## config.mk

```make
export PLATFORM = sky130hd
export DESIGN_NAME = fcs_sequencer
export DESIGN_NICKNAME = d
export VERILOG_FILES = /design/src/hdl/fcs_pkg.sv /design/src/hdl/fcs_sequencer.sv /design/src/hdl/fcs_launch_check.sv
export SDC_FILE = /design/constraint.sdc
export NUM_CORES = 1
export LEC_CHECK = 0
export BUFFER_PORTS_ARGS = -buffer_cell sky130_fd_sc_hd__buf_2
export CORE_ASPECT_RATIO = 2
export CORE_MARGIN = 2
export CORE_UTILIZATION = 30
export DETAILED_ROUTE_END_ITERATION = 6
export GPL_ROUTABILITY_DRIVEN = 0
export HOLD_SLACK_MARGIN = 0.12
export MAX_ROUTING_LAYER = met4
export SLEW_MARGIN = 10
export SYNTH_ARGS = -nofsm -noshare
export SYNTH_HDL_FRONTEND = slang
export SYNTH_SLANG_ARGS = --single-unit
```

## constraint.sdc

```tcl
create_clock -name i_clk -period 2.2 [get_ports i_clk]
set_input_delay 0.33 -clock i_clk [delete_from_list [all_inputs] [get_ports i_clk]]
set_output_delay 0.33 -clock i_clk [all_outputs]
set_load 0.03 [all_outputs]
```

## src/hdl/fcs_pkg.sv

```systemverilog
// Package: register map, command codes, field layouts and timing for the command sequencer
package fcs_pkg;
  // Register indices on the plain register port (byte offsets)
  localparam logic [3:0] FCS_OFF_STAT    = 4'h0;
  localparam logic [3:0] FCS_OFF_ERRSTAT = 4'h1;
  localparam logic [3:0] FCS_OFF_CMDIX   = 4'h2;
  localparam logic [3:0] FCS_OFF_ECCIX   = 4'h3;
  localparam logic [3:0] FCS_OFF_SEC     = 4'h4;
  localparam logic [3:0] FCS_OFF_CTRL    = 4'h5;
  localparam logic [3:0] FCS_OFF_OBJ_HI  = 4'h6;
  localparam logic [3:0] FCS_OFF_OBJ_LO  = 4'h7;
  localparam logic [3:0] FCS_OFF_ECCR_HI = 4'h8;
  localparam logic [3:0] FCS_OFF_ECCR_LO = 4'h9;

  // Status register bit positions
  localparam int FCS_ST_COMMAND_COMPLETE_FLAG    = 7;
  localparam int FCS_ST_ACCESS_ERROR_FLAG  = 5;
  localparam int FCS_ST_PVIOL   = 4;
  localparam int FCS_ST_MGBUSY  = 3;
  localparam int FCS_ST_VFYERR  = 1;
  localparam int FCS_ST_VFYUNC  = 0;
  localparam int FCS_ERR_EPVIOL = 4;
  // Control register bit positions
  localparam int FCS_CT_PART    = 0;
  localparam int FCS_CT_EMUON   = 1;

  // Command codes in word 0 high byte
  localparam logic [7:0] FCS_CMD_ERASE_SECT = 8'h0A;
  localparam logic [7:0] FCS_CMD_UNSECURE   = 8'h0B;
  localparam logic [7:0] FCS_CMD_ENABLE_EMU = 8'h13;

  localparam logic [2:0] FCS_IX_WORD0 = 3'h0;
  localparam logic [2:0] FCS_IX_WORD1 = 3'h1;
  localparam logic [2:0] FCS_PHRASE_LSB = 3'h0;

  // Security field
  localparam logic [1:0] FCS_SEC_UNSECURED = 2'h2;
  localparam logic [1:0] FCS_SEC_SECURED   = 2'h1;
  localparam logic [7:0] FCS_SEC_RESET     = 8'h01;

  // Array operation durations, kept short; the array model decides real time
  localparam int FCS_ERASE_NS  = 1000;
  localparam int FCS_VERIFY_NS = 500;
  localparam int FCS_CLK_NS    = 50;
  localparam int FCS_ERASE_CYC  = (FCS_ERASE_NS + FCS_CLK_NS - 1) / FCS_CLK_NS;
  localparam int FCS_VERIFY_CYC = (FCS_VERIFY_NS + FCS_CLK_NS - 1) / FCS_CLK_NS;
  localparam int FCS_EMU_CYC    = 4;

  typedef enum logic [2:0] {
    FCS_IDLE   = 3'h0,
    FCS_ERASE  = 3'h1,
    FCS_VERIFY = 3'h3,
    FCS_EMU    = 3'h2,
    FCS_SECLD  = 3'h6
  } fcs_state_t;

  typedef struct packed {
    logic       we;
    logic       re;
    logic [3:0] addr;
    logic [7:0] wdata;
  } fcs_bus_req_t;

  typedef struct packed {
    logic       ok;
    logic       blank;
    logic       uncorr;
  } fcs_vfy_t;
endpackage

```

## src/hdl/fcs_sequencer.sv

```systemverilog
// Flash command sequencer: command object, launch, erase/verify, security, emulation enable
//
// Function
// - Sector erase runs erase, then blank verify, then sets command complete.
// - Sector erase flags access error if index is not 1 at launch.
// - Erase, unsecure or enable-emulation during load-data-field sets access error.
// - A command not allowed in the current chip mode sets access error.
// - Sector erase with invalid block address bits sets access error.
// - Sector erase with address low three bits nonzero sets access error.
// - Protected sector sets protection violation; emulation-protect flag untouched.
// - Verify sets the verify-error bit when verify fails or the sector is not blank.
// - Verify sets the uncorrectable bit on an uncorrectable error.
// - Unsecure, code 0x0B: erase both arrays, verify, release security on success.
// - Failed unsecure verify sets verify-error bit and leaves security unchanged.
// - Emulation is off after reset until the 0x13 command runs.
// - Enable-emulation activates from tag RAM and counter, then sets complete.
// - Enable-emulation without prior partitioning sets access error.
// - Enable-emulation flags access error if index is not 0 at launch.
// - Security field value 10 means unsecured; all others secured.
// - Three-bit command index at offset 0x2 selects the command object word.
// - Index bits read/write; other bits of the register read zero.
// - ECC report index selects report word; only index bits writable.
// - Stop request waits until active command and pending emulation finish.
// - Security register loads from the configuration security byte in the first cycle after reset release.
`timescale 1ns/10ps
module fcs_sequencer
  import fcs_pkg::*;
#(
  parameter int ERASE_CYC  = FCS_ERASE_CYC,
  parameter int VERIFY_CYC = FCS_VERIFY_CYC,
  parameter int EMU_CYC    = FCS_EMU_CYC
)
(
  // Clock and reset
  input  wire logic        i_clk,
  input  wire logic        i_rst,
  // Register port
  input  wire fcs_bus_req_t i_bus,
  output logic [7:0]       o_rdata,
  // Chip context
  input  wire logic        i_ldf_active,
  input  wire logic        i_mode_ok,
  input  wire logic [7:0]  i_blk_valid,
  input  wire logic [7:0]  i_blk_prot,
  input  wire logic [7:0]  i_cfg_sec_byte,
  input  wire logic        i_emu_pending,
  input  wire logic        i_stop_req,
  input  wire logic [15:0] i_ecc_word,
  // Array operation
  input  wire fcs_vfy_t    i_vfy,
  output logic             o_erase_sector,
  output logic             o_erase_all,
  output logic [6:0]       o_blk,
  output logic [15:0]      o_addr,
  output logic             o_verify,
  // Results
  output logic             o_emu_enabled,
  output logic             o_secure,
  output logic             o_stop_ack,
  output logic [2:0]       o_ecc_ix
);
  typedef struct packed {
    fcs_state_t  st;
    logic [15:0] obj0;
    logic [15:0] obj1;
    logic [2:0]  cix;
    logic [2:0]  eix;
    logic        command_complete_flag;
    logic        access_error_flag;
    logic        pviol;
    logic        vfy_err;
    logic        vfy_unc;
    logic        unsec_cmd;
    logic        emu_on;
    logic        part;
    logic [7:0]  sec;
    logic [15:0] cnt;
    logic [7:0]  rdata;
  } fcs_regs_t;

  fcs_regs_t r_r, r_nxt;
  logic      chk_acc;
  logic      chk_pv;
  logic      launch;

  fcs_launch_check u_chk (
    .i_cmd         (r_r.obj0[15:8]),
    .i_blk         (r_r.obj0[6:0]),
    .i_addr        (r_r.obj1),
    .i_ix          (r_r.cix),
    .i_ldf_active  (i_ldf_active),
    .i_mode_ok     (i_mode_ok),
    .i_blk_valid   (i_blk_valid),
    .i_blk_prot    (i_blk_prot),
    .i_partitioned (r_r.part),
    .o_access_error_flag      (chk_acc),
    .o_pviol       (chk_pv)
  );

  // Launch is a write of one to the complete flag while it is set
  assign launch = i_bus.we && (i_bus.addr == FCS_OFF_STAT) && i_bus.wdata[FCS_ST_COMMAND_COMPLETE_FLAG]
                  && r_r.command_complete_flag;

  always_comb
  begin
    r_nxt       = r_r;
    r_nxt.rdata = 8'h00;
    if (r_r.st == FCS_SECLD)
    begin
      r_nxt.sec = i_cfg_sec_byte;
      r_nxt.st  = FCS_IDLE;
      r_nxt.command_complete_flag = 1'b1;
    end
    else
    begin
      // Register writes; the object and index are frozen while a command runs
      if (i_bus.we)
        case (i_bus.addr)
          FCS_OFF_STAT:
          begin
            if (i_bus.wdata[FCS_ST_ACCESS_ERROR_FLAG]) r_nxt.access_error_flag = 1'b0;
            if (i_bus.wdata[FCS_ST_PVIOL])  r_nxt.pviol  = 1'b0;
          end
          FCS_OFF_CMDIX: if (r_r.command_complete_flag) r_nxt.cix = i_bus.wdata[2:0];
          FCS_OFF_ECCIX: r_nxt.eix = i_bus.wdata[2:0];
          FCS_OFF_CTRL:  if (i_bus.wdata[FCS_CT_PART]) r_nxt.part = 1'b1;
          FCS_OFF_OBJ_HI:
            if (r_r.command_complete_flag)
            begin
              if (r_r.cix == FCS_IX_WORD0) r_nxt.obj0[15:8] = i_bus.wdata;
              if (r_r.cix == FCS_IX_WORD1) r_nxt.obj1[15:8] = i_bus.wdata;
            end
          FCS_OFF_OBJ_LO:
            if (r_r.command_complete_flag)
            begin
              if (r_r.cix == FCS_IX_WORD0) r_nxt.obj0[7:0] = i_bus.wdata;
              if (r_r.cix == FCS_IX_WORD1) r_nxt.obj1[7:0] = i_bus.wdata;
            end
          default: ;
        endcase

      // Launch: errors stop the array and leave complete set
      if (launch && !r_r.access_error_flag && !r_r.pviol)
      begin
        r_nxt.vfy_err = 1'b0;
        r_nxt.vfy_unc = 1'b0;
        if (chk_acc || chk_pv)
        begin
          r_nxt.access_error_flag = chk_acc;
          r_nxt.pviol  = chk_pv;
        end
        else
        begin
          r_nxt.command_complete_flag = 1'b0;
          r_nxt.cnt  = 16'h0000;
          case (r_r.obj0[15:8])
            FCS_CMD_ERASE_SECT:
            begin
              r_nxt.st = FCS_ERASE;
              r_nxt.unsec_cmd = 1'b0;
            end
            FCS_CMD_UNSECURE:
            begin
              r_nxt.st = FCS_ERASE;
              r_nxt.unsec_cmd = 1'b1;
            end
            default: r_nxt.st = FCS_EMU;
          endcase
        end
      end

      case (r_r.st)
        FCS_ERASE:
        begin
          r_nxt.cnt = r_r.cnt + 16'h0001;
          if (r_r.cnt == 16'(ERASE_CYC - 1))
          begin
            r_nxt.st  = FCS_VERIFY;
            r_nxt.cnt = 16'h0000;
          end
        end
        FCS_VERIFY:
        begin
          r_nxt.cnt = r_r.cnt + 16'h0001;
          if (r_r.cnt == 16'(VERIFY_CYC - 1))
          begin
            r_nxt.st   = FCS_IDLE;
            r_nxt.command_complete_flag = 1'b1;
            if (!i_vfy.ok || !i_vfy.blank) r_nxt.vfy_err = 1'b1;
            if (i_vfy.uncorr) r_nxt.vfy_unc = 1'b1;
            if (r_r.unsec_cmd && i_vfy.ok && i_vfy.blank && !i_vfy.uncorr)
              r_nxt.sec = {r_r.sec[7:2], FCS_SEC_UNSECURED};
          end
        end
        FCS_EMU:
        begin
          r_nxt.cnt = r_r.cnt + 16'h0001;
          if (r_r.cnt == 16'(EMU_CYC - 1))
          begin
            r_nxt.st     = FCS_IDLE;
            r_nxt.emu_on = 1'b1;
            r_nxt.command_complete_flag   = 1'b1;
          end
        end
        default: ;
      endcase
    end

    // Read data stands in the cycle after the strobe
    if (i_bus.re)
      case (i_bus.addr)
        FCS_OFF_STAT:
          r_nxt.rdata = {r_r.command_complete_flag, 1'b0, r_r.access_error_flag, r_r.pviol, 2'b00,
                         r_r.vfy_err, r_r.vfy_unc};
        FCS_OFF_ERRSTAT: r_nxt.rdata = 8'h00;  // emulation-protect flag never set here
        FCS_OFF_CMDIX:   r_nxt.rdata = {5'h00, r_r.cix};
        FCS_OFF_ECCIX:   r_nxt.rdata = {5'h00, r_r.eix};
        FCS_OFF_SEC:     r_nxt.rdata = r_r.sec;
        FCS_OFF_CTRL:    r_nxt.rdata = {6'h00, r_r.emu_on, r_r.part};
        FCS_OFF_OBJ_HI:  r_nxt.rdata = (r_r.cix == FCS_IX_WORD0) ? r_r.obj0[15:8] :
                                       (r_r.cix == FCS_IX_WORD1) ? r_r.obj1[15:8] : 8'h00;
        FCS_OFF_OBJ_LO:  r_nxt.rdata = (r_r.cix == FCS_IX_WORD0) ? r_r.obj0[7:0] :
                                       (r_r.cix == FCS_IX_WORD1) ? r_r.obj1[7:0] : 8'h00;
        FCS_OFF_ECCR_HI: r_nxt.rdata = i_ecc_word[15:8];
        FCS_OFF_ECCR_LO: r_nxt.rdata = i_ecc_word[7:0];
        default:         r_nxt.rdata = 8'h00;
      endcase
  end

  always_ff @(posedge i_clk)
  begin
    if (i_rst)
    begin
      r_r       <= '0;
      r_r.st    <= FCS_SECLD;  // Security byte is captured right after release
      r_r.sec   <= FCS_SEC_RESET;
    end
    else
      r_r <= r_nxt;
  end

  assign o_rdata        = r_r.rdata;
  assign o_erase_sector = (r_r.st == FCS_ERASE) && !r_r.unsec_cmd;
  assign o_erase_all    = (r_r.st == FCS_ERASE) && r_r.unsec_cmd;
  assign o_blk          = r_r.obj0[6:0];
  assign o_addr         = r_r.obj1;
  assign o_verify       = (r_r.st == FCS_VERIFY);
  assign o_emu_enabled  = r_r.emu_on;
  assign o_secure       = (r_r.sec[1:0] != FCS_SEC_UNSECURED);
  // Stop waits for both the command and any emulation work
  assign o_stop_ack     = i_stop_req && r_r.command_complete_flag && !i_emu_pending;
  assign o_ecc_ix       = r_r.eix;

  // Assertions
  property p_rdz;
    @(posedge i_clk) disable iff (i_rst)
      i_bus.re && i_bus.addr == FCS_OFF_CMDIX |=> o_rdata[7:3] == 5'h00;
  endproperty
  a_rdz: assert property (p_rdz) else $error("index reads nonzero high bits");

  property p_err_no_op;
    @(posedge i_clk) disable iff (i_rst)
      launch && !r_r.access_error_flag && !r_r.pviol && (chk_acc || chk_pv)
      |=> r_r.command_complete_flag && r_r.st == FCS_IDLE;
  endproperty
  a_err_no_op: assert property (p_err_no_op) else $error("op started despite error");

  // Security may only drop by the reset load or by a finished unsecure command
  property p_sec;
    @(posedge i_clk) disable iff (i_rst)
      $fell(o_secure)
      |-> $past(r_r.st == FCS_SECLD) || ($past(r_r.st == FCS_VERIFY) && r_r.unsec_cmd);
  endproperty
  a_sec: assert property (p_sec) else $error("security released wrongly");

  property p_ldf_err;
    @(posedge i_clk) disable iff (i_rst)
      launch && !r_r.access_error_flag && !r_r.pviol && i_ldf_active
      |=> r_r.access_error_flag && r_r.command_complete_flag;
  endproperty
  a_ldf_err: assert property (p_ldf_err) else $error("launch during data load accepted");

  property p_pviol;
    @(posedge i_clk) disable iff (i_rst)
      launch && !r_r.access_error_flag && !r_r.pviol && r_r.obj0[15:8] == FCS_CMD_ERASE_SECT
      && !chk_acc && i_blk_prot[r_r.obj0[2:0]] |=> r_r.pviol && !o_erase_sector;
  endproperty
  a_pviol: assert property (p_pviol) else $error("protected sector not refused");

  property p_vfy_unc;
    @(posedge i_clk) disable iff (i_rst)
      r_r.st == FCS_VERIFY && r_nxt.st == FCS_IDLE && i_vfy.uncorr
      |=> r_r.vfy_unc && r_r.vfy_err;
  endproperty
  a_vfy_unc: assert property (p_vfy_unc) else $error("uncorrectable not reported");

  property p_unsec_ok;
    @(posedge i_clk) disable iff (i_rst)
      r_r.st == FCS_VERIFY && r_nxt.st == FCS_IDLE && r_r.unsec_cmd
      && i_vfy.ok && i_vfy.blank && !i_vfy.uncorr |=> !o_secure && r_r.command_complete_flag;
  endproperty
  a_unsec_ok: assert property (p_unsec_ok) else $error("security not released");

  property p_emu_part;
    @(posedge i_clk) disable iff (i_rst)
      launch && !r_r.access_error_flag && !r_r.pviol && r_r.obj0[15:8] == FCS_CMD_ENABLE_EMU
      && !r_r.part |=> r_r.access_error_flag && r_r.st == FCS_IDLE;
  endproperty
  a_emu_part: assert property (p_emu_part) else $error("unpartitioned enable accepted");

  property p_erase_then_verify;
    @(posedge i_clk) disable iff (i_rst)
      r_r.st == FCS_ERASE && r_nxt.st == FCS_VERIFY |=> o_verify && !r_r.command_complete_flag;
  endproperty
  a_erase_then_verify: assert property (p_erase_then_verify) else $error("no verify");

  property p_stop;
    @(posedge i_clk) disable iff (i_rst)
      o_stop_ack |-> r_r.st == FCS_IDLE && !i_emu_pending;
  endproperty
  a_stop: assert property (p_stop) else $error("stop during operation");

  property p_unsec_fail;
    @(posedge i_clk) disable iff (i_rst)
      r_r.st == FCS_VERIFY && r_nxt.st == FCS_IDLE && r_r.unsec_cmd && !i_vfy.ok
      |=> r_r.vfy_err && $stable(r_r.sec);
  endproperty
  a_unsec_fail: assert property (p_unsec_fail) else $error("unsecure failure wrong");

  property p_emu_off;
    @(posedge i_clk) disable iff (i_rst)
      !$past(r_r.st == FCS_EMU) && !$past(r_r.emu_on) |-> !r_r.emu_on;
  endproperty
  a_emu_off: assert property (p_emu_off) else $error("emulation on early");

  property p_bad_ix;
    @(posedge i_clk) disable iff (i_rst)
      launch && !r_r.access_error_flag && !r_r.pviol && r_r.obj0[15:8] == FCS_CMD_ERASE_SECT
      && r_r.cix != 3'h1 |=> r_r.access_error_flag;
  endproperty
  a_bad_ix: assert property (p_bad_ix) else $error("bad index not flagged");

  c_erase: cover property (@(posedge i_clk) r_r.st == FCS_ERASE ##[1:100] r_r.command_complete_flag);
  c_unsec: cover property (@(posedge i_clk) o_erase_all ##[1:100] !o_secure);
  c_emu:   cover property (@(posedge i_clk) r_r.st == FCS_EMU ##[1:10] o_emu_enabled);
  c_err:   cover property (@(posedge i_clk) launch && (chk_acc || chk_pv));
endmodule

```

## src/hdl/fcs_launch_check.sv

```systemverilog
// Launch-time error checks for one command object
`timescale 1ns/10ps
module fcs_launch_check
  import fcs_pkg::*;
(
  // Command object
  input  wire logic [7:0]  i_cmd,
  input  wire logic [6:0]  i_blk,
  input  wire logic [15:0] i_addr,
  input  wire logic [2:0]  i_ix,
  // Context
  input  wire logic        i_ldf_active,
  input  wire logic        i_mode_ok,
  input  wire logic [7:0]  i_blk_valid,
  input  wire logic [7:0]  i_blk_prot,
  input  wire logic        i_partitioned,
  // Result
  output logic             o_access_error_flag,
  output logic             o_pviol
);
  always_comb
  begin
    o_access_error_flag = i_ldf_active || !i_mode_ok;
    o_pviol  = 1'b0;
    case (i_cmd)
      FCS_CMD_ERASE_SECT:
      begin
        if (i_ix != FCS_IX_WORD1) o_access_error_flag = 1'b1;
        if ((i_blk[6:3] != 4'h0) || !i_blk_valid[i_blk[2:0]]) o_access_error_flag = 1'b1;
        if (i_addr[2:0] != FCS_PHRASE_LSB) o_access_error_flag = 1'b1;
        if (!o_access_error_flag && i_blk_prot[i_blk[2:0]]) o_pviol = 1'b1;
      end
      FCS_CMD_UNSECURE:
        if (i_ix != FCS_IX_WORD0) o_access_error_flag = 1'b1;
      FCS_CMD_ENABLE_EMU:
      begin
        if (i_ix != FCS_IX_WORD0) o_access_error_flag = 1'b1;
        if (!i_partitioned) o_access_error_flag = 1'b1;
      end
      default: o_access_error_flag = 1'b1;
    endcase
  end
endmodule

```

After elaboration in Yosys (flattened, before gate mapping). Index checks and enable logic that the tools add are counted.

Bitwise gates (word level): 3. Add/sub/neg operators: 1. Equality and inequality tests: 22. Magnitude comparators: 1. Mux-type cells: 51. Reduce and logical (&&, ||, !) cells: 52.

Operators with widths (count): $pmux 8 s9 (1); $mux 8 (7); $mux 16 (3); $pmux 16 s2 (1); $reduce_and 5->1 (4); $mux 1 (19); $mux 3 (6); $add 16x1->16 const B (1); $eq 16x2->1 const B (1); $eq 16x4->1 const B (1); $eq 16x5->1 const B (1); $eq 4x3->1 const B (4); $eq 8x4->1 const B (2); $mux 2 (7); $logic_and 1x1->1 (13); $reduce_and 3->1 (4); $reduce_and 4->1 (3); $logic_not 1->1 (10); $pmux 3 s3 (1); $reduce_bool 3->1 (3); $eq 4x2->1 const B (2); $eq 4x4->1 const B (2); $eq 8x5->1 const B (1); $reduce_bool 2->1 (4); other kinds (17) (29).

Bits in registers: 81. Output and inout port bits: 40.

Longest topological paths before layout. Gate-level depths: netlist (run 1).

Depth after elaboration: 17. Depth in mapped cells: 7. Gate-level depth less buffers: 7.

Cells and area by module. A second synthesis (run 1) with hierarchy kept.

Cells, all modules: 532. Area, all modules: 4500.6 um^2.

By module, submodules not included: fcs_sequencer (times used 1, cells an instance 510, area each 4271.6 um^2); fcs_launch_check (times used 1, cells an instance 22, area each 229.0 um^2).

Worst setup path before layout (run 1). OpenSTA, ideal clock, no wires.

Path type: register to register. Start: register r_r, in the netlist o_blk[1]. End: register r_r[23] in the netlist's numbering. Period minus slack after synthesis: 2.238 ns. Setup time: 0.088 ns. Path slack: -0.038 ns. Cell stages (with the launch flop): 8. Data required time: 2.112 ns. Arrival: 2.149 ns. Path through: dfxtp_1 buf_6 mux2_1 mux4_2 a311oi_4 o31ai_4 buf_6 a311oi_2.

Longest elaborated chain between the ends: 14. Elaborated cells on any way between the ends: 17.

Ends and longest elaborated chain: start, declared (RTL line fcs_sequencer.sv:81) `fcs_regs_t r_r, r_nxt;`; start signal, assigned (RTL line fcs_sequencer.sv:239) `r_r <= r_nxt;`; $bmux 1 s3 (RTL line fcs_launch_check.sv:29) `if ((i_blk[6:3] != 4'h0) || !i_blk_valid[i_blk[2:0]]) o_access_error_flag = 1'b1;`; $mux 1 (implied by the code) (RTL line fcs_launch_check.sv:29); $logic_not 1->1 (RTL line fcs_launch_check.sv:29); $logic_or 1x1->1 (RTL line fcs_launch_check.sv:29); $mux 1 (RTL line fcs_launch_check.sv:29); $mux 1 (RTL line fcs_launch_check.sv:30) `if (i_addr[2:0] != FCS_PHRASE_LSB) o_access_error_flag = 1'b1;`; $mux 1 (RTL line fcs_launch_check.sv:25) `case (i_cmd)`; $logic_not 1->1 (RTL line fcs_launch_check.sv:31) `if (!o_access_error_flag && i_blk_prot[i_blk[2:0]]) o_pviol = 1'b1;`; $logic_and 1x1->1 (RTL line fcs_launch_check.sv:31); $mux 1 (RTL line fcs_launch_check.sv:31); $mux 1 (RTL line fcs_launch_check.sv:25); $logic_or 1x1->1 * (RTL line fcs_sequencer.sv:147) `if (chk_acc || chk_pv)`; $ne 3x2->1 (no source line) *; $reduce_and 3->1 (no source line) *.

Mark *: on every way between the ends. The rest lies on a longest branch, timed or not. The select of a mux whose other input is x is not followed. A chain may end at the register's enable or synchronous reset.

Final worst setup path (run 1). Ends and elaborated chain as after synthesis.

==> flow_summary_export.csv, run 1 <==
group,metric,value,unit
yosys,yosysWarnings,0,
finish,area_delta_synth_final,25.13,%
finish,antenna_cells,0,
global_route,grt_pass1_vias,4065,
clock_network,numCtsBuffers,9,
drt,topRoutingLayerUsed,"met4",
setup_path,critPathLaunchType,"register",
placement,dp.cells,795,
setup_path,ff2ff_setup_slack,50,ps
sta,worst_pin_slew,473.7,ps
drt,ant_nets,0,
run,cap_violations,0,
placement,port_buffers,102,
die,die-area,15940,um2
placement,placed_area,5216,um2
setup_path,critPathRequiredTime,2450,ps
sta,fin_tns_setup,0,ps
drt,drtIter0Drc,294,
pwr,power.density,627.1,nW/um2
setup_path,crit_slowest_cell,"mux4_2",
pwr,seqPwrFrac,43.8,%
drt,drc,0,
die,core_area,14660,um2
sta,fin_crit_sh,97.54,%
sta,clock_skew,8.953,ps
setup_path,startpoint,"o_blk[1]",
sta,drv_slew,0,
global_route,grt-ovfl-total,0,
yosys,ys_ff_latch,81,
setup_path,path_max_fanout,16,
drt,via_count,4121,
sta,setup_violations,0,
pwr,pwr-share-clk,43.4,%
setup_path,cpPeakStageDelay,520,ps
finish,instances_no_fill,813,
pwr,power_frac_comb,12.7,%
clock_network,clk_path_buf_depth,2,
drt,drt-total-wl,12.88,mm
finish,fillers,1527,
setup_path,path_cells,"mux2_4, mux4_2, a311oi_4, o31ai_4, buf_12, a311oi_2",
die,die_w,90.27,um
yosys,syn_area,4466,um2
die,pin_count,103,
pwr,netSwitchingPower,909.9,uW
yosys,synth-async-reset-ratio,0,%
clock_network,cts_tree,"yes",
pwr,total_power,3504,uW
pwr,vdd_ir_drop_max,0.4561,mV
global_route,grt_max_degree,37,
sta,slew_headroom,68.40,%
yosys,synth-edff-count,0,
finish,drive_gt1_share,32.20,%
drt,met3_length,738,um
setup_path,worstPathArrival,2390,ps
status,outcome,"finished clean",
setup_path,path_class,"reg -> reg",
drt,drt-met1-wl,5.984,mm
placement,dp_hpwl,9.737,mm
yosys,ys_seq_area_share,36.31,%
pwr,p_leak,0.002200,uW
global_route,grt_pass1_wl,21.01,mm
min_path,hold_path.startpoint,"i_cfg_sec_byte[0]",
min_path,hold_class,"in -> reg",
drt,viasPerCell,5.069,
die,die_y,176.5,um
yosys,synth_nets,576,
clock_network,path_clk_slew,60,ps
sta,finalHoldViolCount,0,
clock_network,h-tree-depth,3,
drt,wire_per_inst,15.84,um
pwr,p_sw_share,25.97,%
die,initial_utilization,30.46,%
finish,final_area,5588,um2
placement,place_ws,-295.9,ps
yosys,synth_ff_type,"dfxtp_1",
pwr,intPower,2594,uW
clock_network,insertion_delay,340,ps
yosys,syn-mean-instance-area,8.739,um2
drt,first_pass_iters,5,
setup_path,crit_path_end_kind,"register",
yosys,synthesis.instances,511,
setup_path,reg2reg_from,"o_blk[1]",
sta,worst_slack,54.02,ps
sta,max_freq,466.0,MHz
sta,period_needed,2146,ps
finish,nets,678,
drt,route.met2.wl,5.929,mm
sta,rsz0062_at_grt,"yes",
clock_network,clock-root-buffer,"clkbuf_16",
die,rows,63,
global_route,antenna_found_initial,0,
clock_network,clkSinkCount,81,
yosys,yosys.cell_types.count,59,
global_route,globalRouteTotalUtil,16.92,%
## power by group through the flow
| stage | Clock (uW) | Combinational, uW | Sequential, uW |
|---|---|---|---|
| global route | 1620 | 487 | 1540 |
| global placement | 0 | 419 | 1570 |
| finish | 1520 | 446 | 1540 |
| detailed placement | 0 | 424 | 1570 |
| floorplan | 0 | 261 | 1550 |
| CTS | 1540 | 438 | 1540 |
## flip-flops by register name, summed over array words and instances (netlist names)
register,count
o_emu_enabled,1
o_ecc_ix,3
o_blk,7
r_r,46
o_addr,16
o_rdata,8
## worst max-delay path: cells and delay by family (launching register included)
kind	cells	cell delay, ps
flip-flops	1	400
buffers and inverters	1	190
multiplexers	2	820
AO/OA/AOI/OAI	3	640
## synthesized netlist by cell type (4+ instances only)
library cell | instances | area share, %
mux2i_1 | 48 | 11
nor3_2 | 4 | 0.90
clkbuf_1 | 20 | 1.7
a22o_1 | 6 | 1.2
a21oi_1 | 23 | 2.6
nor4_1 | 6 | 0.84
nor2_1 | 74 | 6.2
a311oi_2 | 7 | 2.4
inv_1 | 8 | 0.67
nor3_1 | 8 | 0.90
nand3_1 | 16 | 1.8
nand4_1 | 7 | 0.98
o22a_1 | 4 | 0.78
a31oi_1 | 9 | 1.3
dfxtp_1 | 81 | 36
o21ai_0 | 11 | 1.2
a311oi_1 | 6 | 1.2
and2_1 | 6 | 0.84
nand2b_1 | 7 | 0.98
nor2b_1 | 5 | 0.70
nand2_1 | 43 | 3.6
buf_4 | 34 | 5.7
a22oi_1 | 19 | 3.2
and3_1 | 6 | 0.84
## layer usage
| metal | up-vias | track usage, % |
|---|---|---|
| li1 | 2046 | - |
| met5 | - | - |
| met3 | 16 | 3.201 |
| met2 | 145 | 26.66 |
| met1 | 1914 | 21.93 |
| met4 | 0 | 5.513 |
## metrics by stage
step,utilization [%],hold WS [ps]
CTS,37.82,230.2
global placement,35.58,449.9
global route,38.11,235.9
detailed placement,35.58,455.4
finish,38.11,224.6
floorplan,-,436.0
## kinds of logic (layout without fill, tap and decap cells)
family,after synthesis,after routing,synth area share (%)
AOI/OAI and AO/OA,108,108,19.19
adders and majority gates,2,2,0.5603
buffers and inverters,66,173,8.798
DFF,81,81,36.31
muxes,56,56,13.53
and+or+nand+nor,198,198,21.60
## cell type report
cell class / count / area [um2] / area share, %
Clock inverter: 4 / 51.30 / 0.9180
Timing Repair Buffer: 149 / 875.8 / 15.67
Clock buffer: 12 / 246.5 / 4.411
Tap cell: 195 / 244.0 / 4.366
Inverter: 8 / 30.03 / 0.5374
Sequential cell: 81 / 1627 / 29.11
Multi-Input combinational cell: 364 / 2514 / 44.98
## repair_timing
action / CTS / global route
resized for setup: 2 / 7
endpoints found under the setup margin: 16 / 8
setup buffers: 2 / 0
pin swaps: 2 / 0
hold buffers: 0 / 0
endpoints found under the hold margin: 0 / 0
## worst paths after layout
path	end	cells after the start
max reg2reg	r_r[23]	6
max	r_r[23]	6
min	r_r[24]	2
min reg2reg	r_r[30]	2
## layout by cell type, fill, tap and decap left out, types with 3 or more instances in the layout
cell | Yosys | layout
a22o_1 | 6 | 6
nor2b_1 | 5 | 5
nor4_1 | 6 | 6
a311oi_2 | 7 | 11
a22oi_1 | 19 | 19
buf_2 | 2 | 102
dfxtp_1 | 81 | 79
nand2_1 | 43 | 43
a31oi_1 | 9 | 9
nand3_1 | 16 | 16
nand2b_1 | 7 | 7
nor2_1 | 74 | 74
o21ai_0 | 11 | 11
o22a_1 | 4 | 4
mux4_2 | 3 | 3
a21oi_1 | 23 | 23
or3_1 | 3 | 3
nor3_1 | 8 | 7
o32ai_1 | 3 | 3
inv_1 | 8 | 8
and2_1 | 6 | 6
clkbuf_16 | 0 | 9
nor3_2 | 4 | 5
and3_1 | 6 | 6
buf_4 | 34 | 46
mux2_4 | 0 | 4
nand4_1 | 7 | 7
mux2i_1 | 48 | 48
Note: power is estimated with default switching activity, not from simulation.
==> run 2, diff against run 1 <==
BUFFER_PORTS_ARGS = not set   (was -buffer_cell sky130_fd_sc_hd__buf_2)
DONT_BUFFER_PORTS = 1   (was not set)
clock period = 2.5 ns   (was 2.2 ns; I/O delays follow)
==> flow_summary_export.csv, run 2 (same netlist as run 1, synthesis figures left out) <==
group,metric,value,unit
clock_network,h-tree-depth,3,
status,outcome,"finished clean",
drt,viasPerCell,5.351,
die,core_area,14660,um2
die,initial_utilization,30.46,%
setup_path,critPathLaunchType,"register",
clock_network,clk_path_buf_depth,2,
clock_network,cts_tree,"yes",
clock_network,path_clk_slew,60,ps
finish,nets,566,
setup_path,startpoint,"o_blk[1]",
sta,rsz0062_at_grt,"no",
finish,fin_util,33.62,%
pwr,p_leak,0.001659,uW
clock_network,clock-root-buffer,"clkbuf_16",
sta,worst_pin_slew,630.1,ps
die,die_w,90.27,um
global_route,globalRouteTotalUtil,15.96,%
setup_path,crit_slowest_cell,"mux4_2",
min_path,hold_class,"in -> reg",
finish,antenna_cells,0,
pwr,power.density,576.9,nW/um2
finish,drive_gt1_share,15.45,%
drt,via_count,3746,
sta,finalHoldViolCount,0,
min_path,hold_path.startpoint,"i_rst",
sta,period_needed,2304,ps
placement,dp.cells,682,
drt,ant_nets,0,
global_route,grt_pass1_vias,3555,
setup_path,crit_path_end_kind,"register",
setup_path,cpPeakStageDelay,540,ps
setup_path,path_cells,"mux2_1, mux4_2, a311oi_4, o31ai_4, buf_12, o311ai_0",
die,rows,63,
drt,drtIter0Drc,229,
sta,drv_slew,0,
finish,largest_reg_flops,46,
finish,layout_common_cells,"dfxtp_1, nor2_1, mux2i_1, nand2_1, buf_4",
drt,first_pass_iters,5,
pwr,vdd_ir_drop_max,0.2993,mV
finish,top_register,"r_r",
pwr,total_power,2843,uW
min_path,worstHoldPathCells,1,
clock_network,clkSinkCount,81,
finish,final_common_cell,"dfxtp_1",
setup_path,critPathRequiredTime,2740,ps
clock_network,numCtsBuffers,9,
setup_path,worstPathArrival,2540,ps
drt,drc,0,
sta,fin_crit_sh,92.15,%
finish,instances_no_fill,700,
die,die-area,15940,um2
run,cap_violations,0,
clock_network,insertion_delay,340,ps
setup_path,path_class,"reg -> reg",
sta,setup_violations,0,
die,die_y,176.5,um
die,pin_count,103,
global_route,grt_pass1_wl,19.47,mm
placement,dp_hpwl,8.879,mm
drt,wire_per_inst,17.42,um
sta,fin_tns_setup,0,ps
sta,clock_skew,5.275,ps
drt,drt-total-wl,12.20,mm
setup_path,reg2reg_depth,6,
placement,port_buffers,0,
setup_path,reg2reg_from,"o_blk[1]",
sta,slew_headroom,57.84,%
finish,area_delta_synth_final,10.37,%
setup_path,path_max_fanout,16,
global_route,grt_max_degree,64,
global_route,antenna_found_initial,0,
placement,placed_area,4607,um2
finish,final_area,4928,um2
sta,max_freq,434.1,MHz
global_route,grt-ovfl-total,0,
==> run 2: cell types whose count changed in the layout (fill, tap and decap cells not counted), moves of 2 or more <==
cell      before  now
buf_2        102    0
mux2_1         0    2
a311oi_2      11    7
mux2_4         4    0
buf_4         46   34
a311oi_1       2    6
mux2_2         1    3
==> run 2: layer usage <==
layer	vias up	routed length, um	global-route usage (%)	part of all wire [%]
met3	9	886	5.164	7.3
met1	1769	5741	21.06	47
met4	0	139	4.423	1.1
li1	1830	-	-	-
met2	138	5427	23.53	45
met5	-	0	-	0
==> run 2: per-stage QoR <==
stage	hold WS (ps)	setup WS, ps
2_1_floorplan	436.0	262.3
4_1_cts	128.4	99.88
3_5_place_dp	444.8	-106.0
5_1_grt	126.8	46.98
6_report	137.3	196.2
3_3_place_gp	441.7	-74.78
==> run 2: power by group <==
part / leakage (uW) / switching [uW] / internal, uW / total [uW]
Sequential: 0.000656 / 35.1 / 1320 / 1360
Clock: 0.000124 / 530 / 665 / 1190
Combinational: 0.000879 / 180 / 112 / 292
Total: 0.00166 / 745 / 2100 / 2840
==> run 2: final timing paths <==
check | slack, ps | endpoint
worst max-delay path | 200 | r_r[19]
worst min-delay path | 140 | r_r[80]
worst max register to register | 200 | r_r[19]
worst min register to register | 460 | r_r[31]
==> run 2: worst max-delay path: cells and delay by family (launching register included) <==
kind                   cells  cell delay, ps
AOI/OAI and AO/OA          3             740
buffers and inverters      1             190
DFF                        1             400
muxes                      2             870
==> run 2: final cells by class <==
type,count,area [um2]
fill,1591,9733
multi-input combinational,364,2456
sequential,81,1623
timing repair buffer,37,312.8
tap,195,244.0
clock buffer,10,229.0
clock inverter,5,33.78
inverter,8,30.03
==> run 2: repair_timing <==
action / CTS / global route
resized for setup: 0 / 1
endpoints found under the setup margin: 15 / 4
pin swaps: 1 / 0
gates cloned: 0 / 0
buffers inserted: 1 / 0
hold endpoints to repair: 63 / 0
hold buffers: 2 / 0
